$ cat src/core/evch_map.svh
// Purpose: constants for the event channel handshake block
// Assumes: 32-bit word addresses, four channels
// Notes:   addresses are byte addresses of the reserved words
`ifndef EVCH_MAP_SVH
`define EVCH_MAP_SVH
`define EVCH_NUM_CH        4
`define EVCH_ADDR_FIRST    32'h80000020
`define EVCH_ADDR_LAST     32'h8000003C
`define EVCH_ADDR_WORDS    8
`define EVCH_RES_WORDS_CH  2
`define EVCH_ACK_RST       4'h0
`define EVCH_MODE_RST      4'h0
`define EVCH_SYNC_RST      3'h0
`endif

$ cat src/core/evch_pkg.sv
// Purpose: types for the event channel handshake block
// Assumes: four channels
// Notes:   constants live in evch_map.svh
package evch_pkg;
	typedef enum logic [3:0]
	{
		EVCH_IDLE  = 4'h1,
		EVCH_READY = 4'h2,
		EVCH_ACK   = 4'h4,
		EVCH_DRIVE = 4'h8
	} evch_state_t;

	// Per-channel process side request
	typedef struct packed
	{
		logic attach;
		logic output_mode;
		logic proc_ready;
		logic reset_chan;
	} evch_proc_req_t;

	// Per-channel process side status
	typedef struct packed
	{
		logic chan_ready;
		logic schedule;
		logic done;
		logic busy;
	} evch_proc_stat_t;
endpackage

$ cat src/core/evch_top.sv
// Purpose: four event channels with two-wire asynchronous handshake
// Assumes: event_request_in pins asynchronous to clk
// Notes:   channel address decode is registered helper logic
// Notes:   an output command ends on the answer's rise; the answer must fall later
// Notes:   an unowned input channel still arms, so an early event is not lost
// Notes:   process side inputs come from logic on clk and pass no synchroniser
`include "evch_map.svh"
`timescale 1ns/1ps
`default_nettype none
module evch_top
(
	// Clock and reset
	input  wire logic                            clk,
	input  wire logic                            rst_b,
	// four pin pairs
	// Handshake pins
	input  wire logic [`EVCH_NUM_CH-1:0]         event_request_in,
	output var  logic [`EVCH_NUM_CH-1:0]         event_ack_out,
	// Process side, one entry per channel
	input  wire evch_pkg::evch_proc_req_t        proc_req [`EVCH_NUM_CH],
	output var  evch_pkg::evch_proc_stat_t       proc_stat [`EVCH_NUM_CH],
	// Channel address lookup
	input  wire logic [31:0]                     chan_addr,
	output var  logic                            chan_hit_reg,
	output var  logic [1:0]                      chan_index_reg,
	output var  logic                            chan_is_out_reg,
	// Resource mode word placement
	input  wire logic [31:0]                     resource_block_base,
	input  wire logic [1:0]                      resource_sel,
	output var  logic [31:0]                     resource_addr_reg
);
	import evch_pkg::*;

	localparam int NCH = `EVCH_NUM_CH;

	// Decode a channel address into hit, index and direction
	function automatic logic [3:0] decode_addr(input logic [31:0] a);
		logic [31:0] off;
		off = a - `EVCH_ADDR_FIRST;
		if (a >= `EVCH_ADDR_FIRST && a <= `EVCH_ADDR_LAST && a[1:0] == 2'b00)
			return {1'b1, off[4:3], off[2]};
		else
			return 4'h0;
	endfunction

	// Synchroniser: three stages, change counts when last two agree
	// Only the agreed level is used, so a runt pulse is dropped
	logic [2:0] sync_reg  [NCH];
	logic [2:0] sync_next [NCH];
	logic [NCH-1:0] req_level_reg;
	logic [NCH-1:0] req_level_next;

	always_comb
	begin
		for (int i = 0; i < NCH; i++)
		begin
			sync_next[i] = {sync_reg[i][1:0], event_request_in[i]};
			if (sync_reg[i][2] == sync_reg[i][1])
				req_level_next[i] = sync_reg[i][2];
			else
				req_level_next[i] = req_level_reg[i];
		end
	end

	always_ff @(posedge clk or negedge rst_b)
	begin
		if (!rst_b)
		begin
			// Stages clear on reset so no false rise follows it
			for (int i = 0; i < NCH; i++)
				sync_reg[i] <= `EVCH_SYNC_RST;
			req_level_reg <= '0;
		end
		else
		begin
			for (int i = 0; i < NCH; i++)
				sync_reg[i] <= sync_next[i];
			req_level_reg <= req_level_next;
		end
	end

	// Channel handshake state
	evch_state_t      st_reg    [NCH];
	evch_state_t      st_next   [NCH];
	logic [NCH-1:0]   ack_reg, ack_next;
	logic [NCH-1:0]   mode_reg, mode_next;
	logic [NCH-1:0]   owner_reg, owner_next;
	logic [NCH-1:0]   prev_req_reg;
	evch_proc_stat_t  stat_next [NCH];
	logic [NCH-1:0]   prev_req_next;
	logic [NCH-1:0]   req_rise;
	logic [NCH-1:0]   req_gone;
	logic [NCH-1:0]   in_go;
	logic [NCH-1:0]   out_go;

	// Rise of a settled level against its previous sample
	function automatic logic level_rose(input logic now_lvl, input logic old_lvl);
		return now_lvl && !old_lvl;
	endfunction

	// Edges of the settled level and the start conditions
	always_comb
	begin
		prev_req_next = req_level_reg;
		for (int i = 0; i < NCH; i++)
		begin
			req_rise[i] = level_rose(req_level_reg[i], prev_req_reg[i]);
			req_gone[i] = !req_level_reg[i];
			in_go[i]    = owner_reg[i] && proc_req[i].proc_ready;
			// Answer must be low first
			// A stale answer from the last command would end the next one at once
			out_go[i]   = mode_reg[i] && owner_reg[i] && proc_req[i].proc_ready
				&& req_gone[i];
		end
	end

	always_comb
	begin
		for (int i = 0; i < NCH; i++)
		begin
			st_next[i]    = st_reg[i];
			ack_next[i]   = ack_reg[i];
			mode_next[i]  = mode_reg[i];
			owner_next[i] = owner_reg[i];
			stat_next[i]  = '0;
			if (!owner_reg[i] && proc_req[i].attach)
			begin
				owner_next[i] = 1'b1;
				// mode latched at attach only
				// Sampled once, so it cannot flip mid handshake
				mode_next[i]  = proc_req[i].output_mode;
			end
			// Owner lets go on attach drop only in idle; reset_chan frees it mid handshake
			else if (owner_reg[i] && !proc_req[i].attach && st_reg[i] == EVCH_IDLE)
				owner_next[i] = 1'b0;
			case (st_reg[i])
				EVCH_IDLE:
				begin
					ack_next[i] = 1'b0;
					if (!mode_reg[i] && req_rise[i])
						st_next[i] = EVCH_READY;
					else if (out_go[i])
					begin
						st_next[i]  = EVCH_DRIVE;
						ack_next[i] = 1'b1;
					end
				end

				EVCH_READY:
				begin
					if (in_go[i])
					begin
						ack_next[i] = 1'b1;
						stat_next[i].schedule = 1'b1;
						st_next[i] = EVCH_ACK;
					end
				end

				EVCH_ACK:
				begin
					if (req_gone[i])
					begin
						ack_next[i] = 1'b0;
						stat_next[i].done = 1'b1;
						st_next[i] = EVCH_IDLE;
					end
				end

				EVCH_DRIVE:
				begin
					// hardware answered; end command
					// Outgoing pin drops on the answer; the answer then falls on its own
					if (req_level_reg[i])
					begin
						ack_next[i] = 1'b0;
						stat_next[i].done = 1'b1;
						st_next[i] = EVCH_IDLE;
					end
				end

				default:
				begin
					st_next[i]  = EVCH_IDLE;
					ack_next[i] = 1'b0;
				end
			endcase
			// channel reset forces pin low
			// Outranks every state and frees the owner
			if (proc_req[i].reset_chan)
			begin
				st_next[i]    = EVCH_IDLE;
				ack_next[i]   = 1'b0;
				owner_next[i] = 1'b0;
			end
			stat_next[i].chan_ready = (st_next[i] == EVCH_READY);
			stat_next[i].busy       = owner_next[i];
		end
	end

	// Prevents a level held from the last cycle re-arming the channel
	always_ff @(posedge clk or negedge rst_b)
	begin
		if (!rst_b)
		begin
			for (int i = 0; i < NCH; i++)
			begin
				st_reg[i]    <= EVCH_IDLE;
				proc_stat[i] <= '0;
			end
			ack_reg      <= `EVCH_ACK_RST;
			mode_reg     <= `EVCH_MODE_RST;
			owner_reg    <= '0;
			prev_req_reg <= '0;
		end
		else
		begin
			for (int i = 0; i < NCH; i++)
			begin
				st_reg[i]    <= st_next[i];
				proc_stat[i] <= stat_next[i];
			end
			ack_reg      <= ack_next;
			mode_reg     <= mode_next;
			owner_reg    <= owner_next;
			prev_req_reg <= prev_req_next;
		end
	end

	// Pin comes straight from its flip-flop
	assign event_ack_out = ack_reg;

	// Address decode and resource word placement
	logic [3:0]  dec;
	logic [31:0] res_next;
	logic        hit_next;
	logic [1:0]  index_next;
	logic        is_out_next;

	always_comb
	begin
		dec = decode_addr(chan_addr);
		// Misaligned or out of range gives no hit
		hit_next    = dec[3];
		index_next  = dec[2:1];
		is_out_next = dec[0];
		// two words per channel at block bottom
		// Base bits 1:0 ignored: the block is word aligned
		res_next = {resource_block_base[31:2], 2'b00}
			+ {27'h0, resource_sel, 3'h0};
	end

	always_ff @(posedge clk or negedge rst_b)
	begin
		if (!rst_b)
		begin
			chan_hit_reg      <= 1'b0;
			chan_index_reg    <= 2'h0;
			chan_is_out_reg   <= 1'b0;
			resource_addr_reg <= 32'h0;
		end
		else
		begin
			chan_hit_reg      <= hit_next;
			chan_index_reg    <= index_next;
			chan_is_out_reg   <= is_out_next;
			resource_addr_reg <= res_next;
		end
	end
endmodule
`default_nettype wire

$ cat config.mk
export PLATFORM = sky130hd
export DESIGN_NAME = evch_top
export DESIGN_NICKNAME = d
export VERILOG_FILES = /design/src/core/evch_pkg.sv /design/src/core/evch_top.sv
export VERILOG_INCLUDE_DIRS = /design/src /design/src/core
export SDC_FILE = /design/constraint.sdc
export NUM_CORES = 1
export LEC_CHECK = 0
export ABC_AREA = 1
export BUFFER_PORTS_ARGS = -buffer_cell sky130_fd_sc_hd__buf_4
export CAP_MARGIN = 10
export CORE_MARGIN = 10
export CORE_UTILIZATION = 51
export DETAILED_ROUTE_END_ITERATION = 8
export PLACE_DENSITY = 0.85
export SLEW_MARGIN = 0
export SYNTH_ARGS = -nofsm -noshare
export SYNTH_HDL_FRONTEND = slang
export SYNTH_SLANG_ARGS = --single-unit
$ cat constraint.sdc
create_clock -name clk -period 1.55 [get_ports clk]
set_clock_uncertainty 0.1 [all_clocks]
set_input_delay 0.0775 -clock clk [delete_from_list [all_inputs] [get_ports clk]]
set_output_delay 0.0775 -clock clk [all_outputs]
set_load 0.02 [all_outputs]
# ---- After elaboration in Yosys (flattened, before gate mapping)
# Cells that the tools add are included.
dict set report word_totals {
  in_bits 88
  ff_bits 100
  wordCells 234
  out_inout_bits 56
}
dict set report op_classes {
  n_mux 89
  n_reduce_logical 63
  order_cmp 2
  n_eq_ne 36
  n_addsub 2
}
# operator n
set ops {}
lappend ops {{two-way mux 4 bit} 25}
lappend ops {{one-hot mux 4 bit (4 select lines)} 4}
lappend ops {{two-way mux 1 bit} 52}
lappend ops {{logical AND 1 bit} 38}
lappend ops {{!= test 3 bit (second input constant)} 12}
lappend ops {{adder 32 x 5 -> 32 bit} 1}
lappend ops {{equality test 4 x 2 -> 1 bit (second input constant)} 8}
lappend ops {{>= comparator 32 bit (second input constant)} 1}
lappend ops {{less-or-equal comparator 32 bit (second input constant)} 1}
lappend ops {{logical NOT 1 bit} 20}
lappend ops {{equality test 4 x 1 -> 1 bit (second input constant)} 4}
lappend ops {{equality test 4 x 3 -> 1 bit (second input constant)} 4}
lappend ops {{equality test 4 bit (second input constant)} 4}
lappend ops {{one-hot mux 1 bit (4 select lines)} 4}
lappend ops {{AND reduction 3 bit} 4}
lappend ops {{one-hot mux 1 bit (2 select lines)} 4}
lappend ops {{subtractor 5 x 1 -> 5 bit (second input constant)} 1}
lappend ops {{equality test 1 bit} 4}
lappend ops {{logical NOT 2 bit} 1}

# ---- Logic depth before layout (Yosys ltp)
# Gate-level depths: netlist (run 1).
dict set report depth {
  ltp_word 8
  ltp_mapped 9
  depth_no_buf 9
}

# ---- Least setup slack after synthesis (run 1)
# OpenSTA, ideal clock, no wires.
dict set report synth_path {
  kind {in2reg}
  from {input port resource_block_base[3]}
  to {register resource_addr_reg[25]}
  t_arrival_ns 1.284
  path_stages 9
  n_path_buf 0
  required_time_ns 1.333
  path_slack_ns 0.049
  setup_ns 0.117
  path_cell_list {ha_1 inv_1 fa_1 nor2_4 nand2_4 nor2_8 nand2_1 nand2_1 nand2_1}
}
dict set report synth_between {
  elab_chain_len 1
}
# element line_no
set synth_rtl {}
lappend synth_rtl {{from (decl)} evch_top.sv:28} ;# input wire logic [31:0] resource_block_base,
lappend synth_rtl {{adder 32 x 5 -> 32 bit} evch_top.sv:249} ;# + {27'h0, resource_sel, 3'h0};
lappend synth_rtl {{net res_next[25]} evch_top.sv:234} ;# logic [31:0] res_next;
lappend synth_rtl {{to (signal assigned)} evch_top.sv:266} ;# resource_addr_reg <= res_next;
lappend synth_rtl {{to (decl)} evch_top.sv:30} ;# output var logic [31:0] resource_addr_reg
# The timed path passes the listed nets, and every way through them passes these cells.
# A chain may end at the register's enable or synchronous reset.

# ---- Worst setup path after layout (run 1)
dict set report layout_path {
  from {register req_level_reg[1], in the netlist prev_req_next[1]}
  to {register ack_reg[1], in the netlist event_ack_out[1]}
}
dict set report layout_between {
  elab_chain_len 6
  elab_cells_between_ends 11
  cone_classes {eq/ne: 2; mux: 4; reduce/logical: 5}
}
# element line_no
set layout_rtl {}
lappend layout_rtl {{from (decl)} evch_top.sv:50} ;# logic [NCH-1:0] req_level_reg;
lappend layout_rtl {{from (signal assigned)} evch_top.sv:78} ;# req_level_reg <= req_level_next;
lappend layout_rtl {{logical NOT 1 bit} evch_top.sv:108} ;# req_gone[i] = !req_level_reg[i];
lappend layout_rtl {{logical AND 1 bit} evch_top.sv:113} ;# && req_gone[i];
lappend layout_rtl {{two-way mux 1 bit} evch_top.sv:142} ;# else if (out_go[i])
lappend layout_rtl {{two-way mux 1 bit} evch_top.sv:140} ;# if (!mode_reg[i] && req_rise[i])
lappend layout_rtl {{one-hot mux 1 bit (4 select lines)} evch_top.sv:136} ;# case (st_reg[i])
lappend layout_rtl {{two-way mux 1 bit} evch_top.sv:189} ;# if (proc_req[i].reset_chan)
lappend layout_rtl {{to (signal assigned)} evch_top.sv:210} ;# ack_reg <= `EVCH_ACK_RST;
lappend layout_rtl {{to (signal assigned)} evch_top.sv:222} ;# ack_reg <= ack_next;
lappend layout_rtl {{to (decl)} evch_top.sv:85} ;# logic [NCH-1:0] ack_reg, ack_next;
# Several ways; a longest one is shown, not always the timed one.

==> flow_metrics.env, run 1 <==
export IMPL_fin_crit_ps=1385
export IMPL_die_h_um=113.2
export IMPL_crit_end="event_ack_out[1]$_DFFE_PN0P_"
export IMPL_top_layer="met4"
export IMPL_crit_start="prev_req_next[1]$_DFFE_PN0N_"
export IMPL_synth_area_mm2=0.004433
export IMPL_setup_violations=0
export IMPL_clk_pin_slew_ps=100
export IMPL_reg2reg_to="event_ack_out[1]$_DFFE_PN0P_"
export IMPL_numPortBuffers=139
export IMPL_dp_hpwl_um=9586
export IMPL_clock_sinks=94
export IMPL_crit_type="reg -> reg"
export IMPL_grt_pass1_wl_um=21520
export IMPL_final_hold_violation_count=0
export IMPL_max_cap_viol_count=0
export IMPL_synth_seq_area_share_pct=53.18
export IMPL_end_kind="flop"
export IMPL_postRouteAntennaNets=0
export IMPL_cts_hold_fix_buffers=53
export IMPL_die_w_um=113.2
export IMPL_grt_max_degree=32
export IMPL_r2r_start="prev_req_next[1]$_DFFE_PN0N_"
export IMPL_cp_required_ps=1730
export IMPL_num_antenna_cells=0
export IMPL_start_util_pct=53.15
export IMPL_fmax_ghz=0.7219
export IMPL_wl_per_cell_um=15.25
export IMPL_num_rows=33
export IMPL_synthCells=548
export IMPL_yosysWarnings=0
export IMPL_first_global_vias=4511
export IMPL_syn2layout_area_growth_pct=44.06
export IMPL_dr_wl_met3_um=931
export IMPL_rsz0062_at_grt="no"
export IMPL_critPathArrivalTime_ps=1560
export IMPL_synth_cell_types=28
export IMPL_core_area_mm2=0.008341
export IMPL_holdWs_ps=15.70
export IMPL_power_density_mw_per_mm2=848.5
export IMPL_dr_pass1_iters=5
export IMPL_p_total_mw=5.419
export IMPL_cts_htree_levels=3
export IMPL_r2r_cells=7
export IMPL_via_per_inst=5.035
export IMPL_wl_met2_um=7146
export IMPL_cts_tree="done"
export IMPL_dieArea_mm2=0.01282
export IMPL_synth_avg_cell_area_um2=8.089
export IMPL_routabilityCongestion=0.9474
export IMPL_r2r_setup_slack_ps=160
export IMPL_antenna_found_initial=0
export IMPL_clock_latency_ps=350
export IMPL_drc=0
export IMPL_hp_class="in -> async"
export IMPL_largest_register_ffs=30
export IMPL_ys_ff_latch=94
export IMPL_grt_overflow=0
export IMPL_met1_length_um=4921
export IMPL_wl_um=13150
export IMPL_nNetsFinal=843
export IMPL_clock_path_buffers=2
export IMPL_final_common_cell="nand2_1"
export IMPL_cts_buffers=9
export IMPL_start_kind="flop"
export IMPL_track_usage_pct=20.31
export IMPL_final_cell_mix="nand2_1, buf_4, nor2_1, dfrtp_1, inv_1"
export IMPL_drtIter0Drc=254
export IMPL_post_cts_buffers=0
export IMPL_layout_drive_gt1_share_pct=23.25
export IMPL_ioPinCount=144
export IMPL_cts_root_buf="clkbuf_8"
export IMPL_vdd_ir_drop_max_uv=494.0
export IMPL_maxSlewViolCount=0
export IMPL_crit_path_max_fanout=6
export IMPL_leakage_nw=3.358
export IMPL_status="complete, no violations"
export IMPL_cts_resized=0
export IMPL_dr_total_vias=4340
export IMPL_period_share_pct=89.36
## worst max-delay path, stage by stage (launching register included)
cell	delay, ps
dfrtp_1	460
inv_1	170
nand2_1	80
nor2_1	140
nand2_1	100
nand2_1	80
nand2_1	40
o21ai_0	130
## Yosys cell counts
| cell | number | area share (%) |
|---|---|---|
| a21oi_1 | 15 | 1.7 |
| a22oi_1 | 1 | 0.17 |
| nand2_2 | 2 | 0.28 |
| mux2_2 | 1 | 0.25 |
| conb_1 | 1 | 0.085 |
| inv_1 | 63 | 5.3 |
| and2_1 | 2 | 0.28 |
| xor2_1 | 8 | 1.6 |
| nand2_4 | 1 | 0.25 |
| maj3_1 | 4 | 0.90 |
| nand3b_1 | 11 | 1.9 |
| buf_2 | 4 | 0.45 |
| nor2_1 | 114 | 9.7 |
| nand2_1 | 154 | 13 |
| o21ai_0 | 7 | 0.79 |
| ha_1 | 2 | 0.56 |
| fa_1 | 1 | 0.45 |
| dfrtp_1 | 90 | 51 |
| nor2_4 | 3 | 0.76 |
| nand4_1 | 12 | 1.7 |
| xor2_2 | 1 | 0.37 |
| nand3_1 | 32 | 3.6 |
| nor2_8 | 1 | 0.45 |
| nor3_1 | 3 | 0.34 |
| xnor2_1 | 6 | 1.2 |
| nor2_2 | 3 | 0.42 |
| buf_4 | 2 | 0.34 |
| dfstp_2 | 4 | 2.4 |
## final cells by class
type / count / area (um2)
inverter: 63 / 236.5
tap: 105 / 131.4
clock buffer: 12 / 155.1
fill: 555 / 1954
timing repair buffer: 198 / 1644
multi-input combinational: 386 / 1808
sequential: 94 / 2357
clock inverter: 4 / 53.80
## metrics by stage
stage / area, um2 / setup TNS, ps / worst slack (ps) / std cells / util (%)
floorplan: 4437 / 0 / 48.97 / 549 / -
global placement: 5647 / -65.13 / -33.98 / 793 / 67.70
detailed placement: 5647 / -664.6 / -160.8 / 793 / 67.70
CTS: 6386 / 0 / 223.8 / 862 / 76.57
global route: 6386 / 0 / 33.45 / 862 / 76.57
finish: 6386 / 0 / 164.9 / 862 / 76.57
## worst min path at each step
stage,from,to,depth (start not counted)
6_report,rst_b,chan_is_out_reg$_DFF_PN0_,2
5_1_grt,rst_b,chan_index_reg[1]$_DFF_PN0_,2
3_3_place_gp,rst_b,proc_stat[14]$_DFF_PN0_,1
2_1_floorplan,rst_b,chan_hit_reg$_DFF_PN0_,0
4_1_cts,rst_b,chan_index_reg[1]$_DFF_PN0_,2
3_5_place_dp,rst_b,proc_stat[14]$_DFF_PN0_,1
## cells by family (layout without fill, tap and decap cells)
logic type | count (synthesis) | in the layout | synth area share [%]
AND/OR/NAND/NOR | 338 | 338 | 32.66
flip-flops | 94 | 94 | 53.18
buffers and inverters | 69 | 277 | 6.125
AO/OA/AOI/OAI | 23 | 23 | 2.653
XOR/XNOR | 15 | 15 | 3.133
adder cells (fa/ha/maj) | 7 | 7 | 1.919
other | 1 | 2 | 0.08459
multiplexers | 1 | 1 | 0.2540
## power breakdown
| group | switching [mW] | leakage, nW | internal, mW |
|---|---|---|---|
| Combinational | 0.561 | 2.09 | 0.480 |
| Sequential | 0.0896 | 1.17 | 2.61 |
| Clock | 0.840 | 0.0992 | 0.841 |
## metal layers
| metal | vias up | GRT usage, % |
|---|---|---|
| met3 | 15 | 5.388 |
| met2 | 188 | 37.94 |
| li1 | 2095 | - |
| met1 | 2042 | 21.61 |
| met5 | - | 0 |
| met4 | 0 | 6.345 |
Note: power is estimated with default switching activity, not from simulation.
==> inputs of run 2 (changes only) <==
CORE_UTILIZATION = 45   (was 51)
PLACE_DENSITY = 0.77   (was 0.85)
==> run 2 against run 1 <==
First-iteration DRC count up 7.1%. Sequential share of layout area is 0.58 points lower. Non-clock buffer count rose by 4. Maximum frequency down 5.2%. Global-route usage decreased by 2.9 points. Sequential power about the same. Critical endpoint is now mode_reg[2]$_DFFE_PN0P_.
==> flow_metrics.env, run 2 (same netlist as run 1, synthesis figures left out) <==
export IMPL_status="complete, no violations"
export IMPL_cp_required_ps=1680
export IMPL_power_density_mw_per_mm2=861.7
export IMPL_crit_type="in -> reg"
export IMPL_n_fill_cell=781
export IMPL_seqPwrFrac_pct=48.1
export IMPL_die_h_um=119.3
export IMPL_postRouteAntennaNets=0
export IMPL_critical_path_depth=7
export IMPL_wl_per_cell_um=13.81
export IMPL_final_hold_violation_count=0
export IMPL_maxSlewViolCount=0
export IMPL_clock_path_buffers=2
export IMPL_crit_slowest_cell="dlygate4sd3_1"
export IMPL_grt_pass1_wl_um=20640
export IMPL_final_common_cell="nand2_1"
export IMPL_path_cells="dlygate4sd3_1 > buf_4 > inv_1 > nor2_2 > nand2_1 > dlygate4sd3_1 > o21ai_0"
export IMPL_dp_hpwl_um=9067
export IMPL_routabilityCongestion=0.9323
export IMPL_crit_family="buffers and inverters"
export IMPL_placed_cells=821
export IMPL_end_kind="flop"
export IMPL_crit_path_max_fanout=2
export IMPL_holdWs_ps=19.00
export IMPL_die_w_um=119.3
export IMPL_period_share_pct=94.30
export IMPL_cts_buffers=9
export IMPL_first_global_vias=4497
export IMPL_finalInstanceArea_mm2=0.006489
export IMPL_clock_latency_ps=350
export IMPL_pwr_share_comb_pct=18.6
export IMPL_wl_um=12340
export IMPL_multiInputGateArea_mm2=0.001810
export IMPL_netSwitchingPower_mw=1.455
export IMPL_max_cap_viol_count=0
export IMPL_largest_register_ffs=30
export IMPL_grt_overflow=0
export IMPL_tns_ps=0
export IMPL_vdd_ir_drop_max_uv=474.8
export IMPL_layout_drive_gt1_share_pct=23.26
export IMPL_fin_cells=894
export IMPL_clock_sinks=94
export IMPL_fmax_ghz=0.6842
export IMPL_start_kind="input pin"
export IMPL_clk_pin_slew_ps=80
export IMPL_critPathArrivalTime_ps=1590
export IMPL_cts_htree_levels=3
export IMPL_cts_tree="done"
export IMPL_core_area_mm2=0.009684
export IMPL_drc=0
export IMPL_placed_cell_area_mm2=0.005682
export IMPL_r2r_cells=4
export IMPL_num_rows=36
export IMPL_dr_total_vias=4289
export IMPL_hp_class="in -> reg"
export IMPL_setup_violations=0
export IMPL_grt_max_degree=33
export IMPL_final_cell_mix="nand2_1, buf_4, nor2_1, dfrtp_1, inv_1"
export IMPL_fin_crit_ps=1462
export IMPL_nNetsFinal=847
export IMPL_leakage_nw=3.389
export IMPL_post_cts_buffers=0
export IMPL_p_int_mw=4.136
export IMPL_syn2layout_area_growth_pct=46.37
export IMPL_via_per_inst=4.798
export IMPL_rsz0062_at_grt="no"
export IMPL_dieArea_mm2=0.01422
export IMPL_cts_root_buf="clkbuf_8"
export IMPL_netSwitchingFraction_pct=26.02
export IMPL_dr_pass1_iters=6
export IMPL_start_util_pct=45.78
export IMPL_crit_top_cell="dlygate4sd3_1"
export IMPL_track_usage_pct=17.44
export IMPL_drtIter0Drc=272
export IMPL_ioPinCount=144
export IMPL_p_clk_share_pct=33.3
export IMPL_regArea_mm2=0.002357
export IMPL_worst_path_buf_inv=4
export IMPL_numPortBuffers=139
export IMPL_hold_depth=6
export IMPL_num_antenna_cells=0
export IMPL_antenna_found_initial=0
export IMPL_slowest_delay_ps=550
[run 2: area by class of cell]
class,count,area share (%)
clock inverter,3,1.003
inverter,63,3.644
clock buffer,13,2.603
timing repair buffer,202,25.95
multi-input combinational,386,27.90
tap,133,2.565
sequential,94,36.33
[run 2: metal layers]
layer / up-vias / part of all wire (%) / routed length, um / GRT usage [%]
met2: 177 / 51 / 6251 / 30.98
met5: - / 0 / 0 / 0
met3: 29 / 8.8 / 1091 / 6.141
met1: 1975 / 38 / 4747 / 18.62
met4: 0 / 2.0 / 253 / 6.565
li1: 2108 / - / - / -
[run 2: worst reg2reg max path, delay by kind of cell (launching register included)]
kind,cells,cell delay [ps]
AND/OR/NAND/NOR,2,210
flip-flops,1,430
AO/OA/AOI/OAI,1,70
buffers and inverters,1,560
[run 2: per-stage QoR]
| step | setup WS [ps] | power (mW) | util, % |
|---|---|---|---|
| after floorplan | 48.97 | 3.170 | - |
| after global placement | -96.35 | 3.626 | 58.67 |
| after detailed placement | -132.2 | 3.654 | 58.67 |
| after CTS | 135.7 | 5.637 | 66.98 |
| after global routing | 16.84 | 5.858 | 67.00 |
| final | 88.40 | 5.591 | 67.00 |
[run 2: power by group through the flow]
stage | clock (mW) | combinational, mW | sequential, mW
global placement | 0 | 0.891 | 2.74
floorplan | 0 | 0.349 | 2.82
CTS | 1.92 | 1.03 | 2.69
finish | 1.86 | 1.04 | 2.69
detailed placement | 0 | 0.916 | 2.74
global route | 2.00 | 1.14 | 2.71
[run 2: timing repair]
item,4_1_cts,5_1_grt
endpoints found under the hold margin,166,0
resized for setup,0,1
setup endpoints to repair,0,1
hold buffers,57,0
[run 2: path summary, 6_finish.rpt]
kind	startpoint	end	slack, ps
min reg2reg	sync_next[1]$_DFF_PN0_	sync_next[2]$_DFF_PN0_	250
max reg2reg	owner_reg[2]$_DFF_PN0_	mode_reg[2]$_DFFE_PN0P_	110
max	proc_req[7]	mode_reg[2]$_DFFE_PN0P_	90
min	chan_addr[12]	chan_is_out_reg$_DFF_PN0_	20
min in group asynchronous	rst_b	proc_stat[15]$_DFF_PN0_	110
max in group asynchronous	rst_b	prev_req_reg[3]$_DFF_PN0_	720
==> inputs of run 3 (changes only) <==
REMOVE_ABC_BUFFERS = 1   (was not set)
==> run 3 against run 2 <==
Core utilization increased by 0.27 points. Die area stayed put. Via count grew 1.6%. Sequential cell count did not move. Clock-buffer cell count down 3. Routed wire length rose by 6.7%. Register-to-register slack better by 20 ps. Clock power rose by 3%. Sequential share of layout area decreased by 0.15 points. Critical endpoint is now mode_reg[3]$_DFFE_PN0P_. Critical path depth decreased by 3. Maximum frequency is 2.9% higher.
==> flow_metrics.env, run 3 (same netlist as run 1, synthesis figures left out) <==
export IMPL_final_cell_mix="nand2_1, buf_4, nor2_1, dfrtp_1, inv_1"
export IMPL_dp_hpwl_um=9533
export IMPL_path_cells="nor2_1 > nand2_1 > dlygate4sd3_1 > o21ai_0"
export IMPL_via_per_inst=4.858
export IMPL_dr_pass1_iters=6
export IMPL_drc=0
export IMPL_p_clk_share_pct=33.9
export IMPL_crit_type="reg -> reg"
export IMPL_pwr_share_comb_pct=18.4
export IMPL_cp_required_ps=1730
export IMPL_dieArea_mm2=0.01422
export IMPL_die_h_um=119.3
export IMPL_die_w_um=119.3
export IMPL_numPortBuffers=139
export IMPL_clk_pin_slew_ps=80
export IMPL_n_fill_cell=750
export IMPL_clock_latency_ps=360
export IMPL_grt_pass1_wl_um=22060
export IMPL_p_int_mw=4.165
export IMPL_slowest_delay_ps=550
export IMPL_start_util_pct=45.78
export IMPL_largest_register_ffs=30
export IMPL_vdd_ir_drop_max_uv=404.8
export IMPL_tns_ps=0
export IMPL_final_hold_violation_count=0
export IMPL_core_area_mm2=0.009684
export IMPL_nNetsFinal=849
export IMPL_clock_sinks=94
export IMPL_critPathArrivalTime_ps=1600
export IMPL_cts_buffers=9
export IMPL_fin_crit_ps=1421
export IMPL_max_cap_viol_count=0
export IMPL_maxSlewViolCount=0
export IMPL_syn2layout_area_growth_pct=46.97
export IMPL_track_usage_pct=18.85
export IMPL_grt_overflow=0
export IMPL_wl_per_cell_um=14.68
export IMPL_netSwitchingFraction_pct=26.38
export IMPL_hp_class="in -> reg"
export IMPL_num_rows=36
export IMPL_end_kind="flop"
export IMPL_crit_path_max_fanout=4
export IMPL_regArea_mm2=0.002357
export IMPL_fmax_ghz=0.7037
export IMPL_routabilityCongestion=0.8953
export IMPL_crit_slowest_cell="dlygate4sd3_1"
export IMPL_ioPinCount=144
export IMPL_clock_path_buffers=2
export IMPL_cts_tree="done"
export IMPL_power_density_mw_per_mm2=868.4
export IMPL_multiInputGateArea_mm2=0.001808
export IMPL_holdWs_ps=9.765
export IMPL_setup_violations=0
export IMPL_start_kind="flop"
export IMPL_wl_um=13170
export IMPL_p_total_mw=5.657
export IMPL_status="complete, no violations"
export IMPL_first_global_vias=4611
export IMPL_netSwitchingPower_mw=1.492
export IMPL_dr_total_vias=4358
export IMPL_grt_max_degree=36
export IMPL_final_common_cell="nand2_1"
export IMPL_drtIter0Drc=271
export IMPL_antenna_found_initial=1
export IMPL_layout_drive_gt1_share_pct=23.20
export IMPL_cts_root_buf="clkbuf_8"
export IMPL_postRouteAntennaNets=0
export IMPL_period_share_pct=91.68
export IMPL_rsz0062_at_grt="no"
export IMPL_leakage_nw=3.404
export IMPL_seqPwrFrac_pct=47.6
export IMPL_cts_htree_levels=3
==> run 3: cell types whose count changed in the layout (fill, tap and decap cells not counted), sizes merged <==
cell and delta:
clkinvlp +2, bufinv +1, diode +1, buf +1, dlymetal6s4s +2, clkbuf -3
dlygate4sd3 -1
==> run 3: path summary, 6_finish.rpt <==
path / from / slack, ps / cells past startpoint / endpoint
worst max-delay path: owner_reg[3]$_DFF_PN0_ / 130 / 4 / mode_reg[3]$_DFFE_PN0P_
worst min-delay path: chan_addr[15] / 10 / 6 / chan_index_reg[0]$_DFF_PN0_
worst max register to register: owner_reg[3]$_DFF_PN0_ / 130 / 4 / mode_reg[3]$_DFFE_PN0P_
worst min register to register: sync_next[4]$_DFF_PN0_ / 250 / 0 / sync_next[5]$_DFF_PN0_
max in group asynchronous: rst_b / 670 / 3 / st_reg[8]$_DFF_PN1_
min in group asynchronous: rst_b / 90 / 2 / st_reg[14]$_DFF_PN0_
==> run 3: critical path, delay by kind of cell, from the launching register on <==
kind	cells	cell delay, ps
compound gates	1	80
buf+inv	1	550
flops	1	420
simple gates	2	210
==> run 3: metal layers <==
layer	track usage (%)	up-vias	wire, um
li1	-	2116	-
met1	19.69	2026	4856
met2	34.27	190	6893
met3	6.519	26	1137
met4	6.718	0	279
met5	0	-	0
==> run 3: metrics by stage <==
| stage | utilization (%) | instance area (um2) | setup slack, ps | cells |
|---|---|---|---|---|
| 6_report | 67.27 | 6515 | 129.0 | 897 |
| 5_1_grt | 67.27 | 6515 | 47.94 | 897 |
| 4_1_cts | 67.33 | 6520 | 54.64 | 897 |
| 3_5_place_dp | 58.67 | 5682 | -106.3 | 821 |
| 3_3_place_gp | 58.67 | 5682 | -57.49 | 821 |
| 2_1_floorplan | - | 4402 | 48.97 | 543 |
==> run 3: layout make-up <==
| class | count | area share (%) |
|---|---|---|
| clock inverters | 6 | 1.690 |
| well taps | 133 | 2.554 |
| repair buffers | 204 | 26.20 |
| clock buffers | 10 | 1.959 |
| multi-input cells | 386 | 27.75 |
| inverters | 63 | 3.630 |
| diodes | 1 | 0.03841 |
| flip-flops and latches | 94 | 36.18 |
==> run 3: timing repair <==
item	4_1_cts	5_1_grt
setup buffers	0	1
resized for setup	0	2
setup endpoints to repair	0	4
hold buffers	60	0
hold endpoints to repair	165	0
==> run 3: power by group through the flow <==
stage	clock, mW	combinational [mW]	sequential (mW)
6_report	1.92	1.04	2.69
5_1_grt	2.06	1.15	2.71
4_1_cts	1.97	1.04	2.69
3_5_place_dp	0	0.922	2.74
3_3_place_gp	0	0.897	2.73
2_1_floorplan	0	0.333	2.82
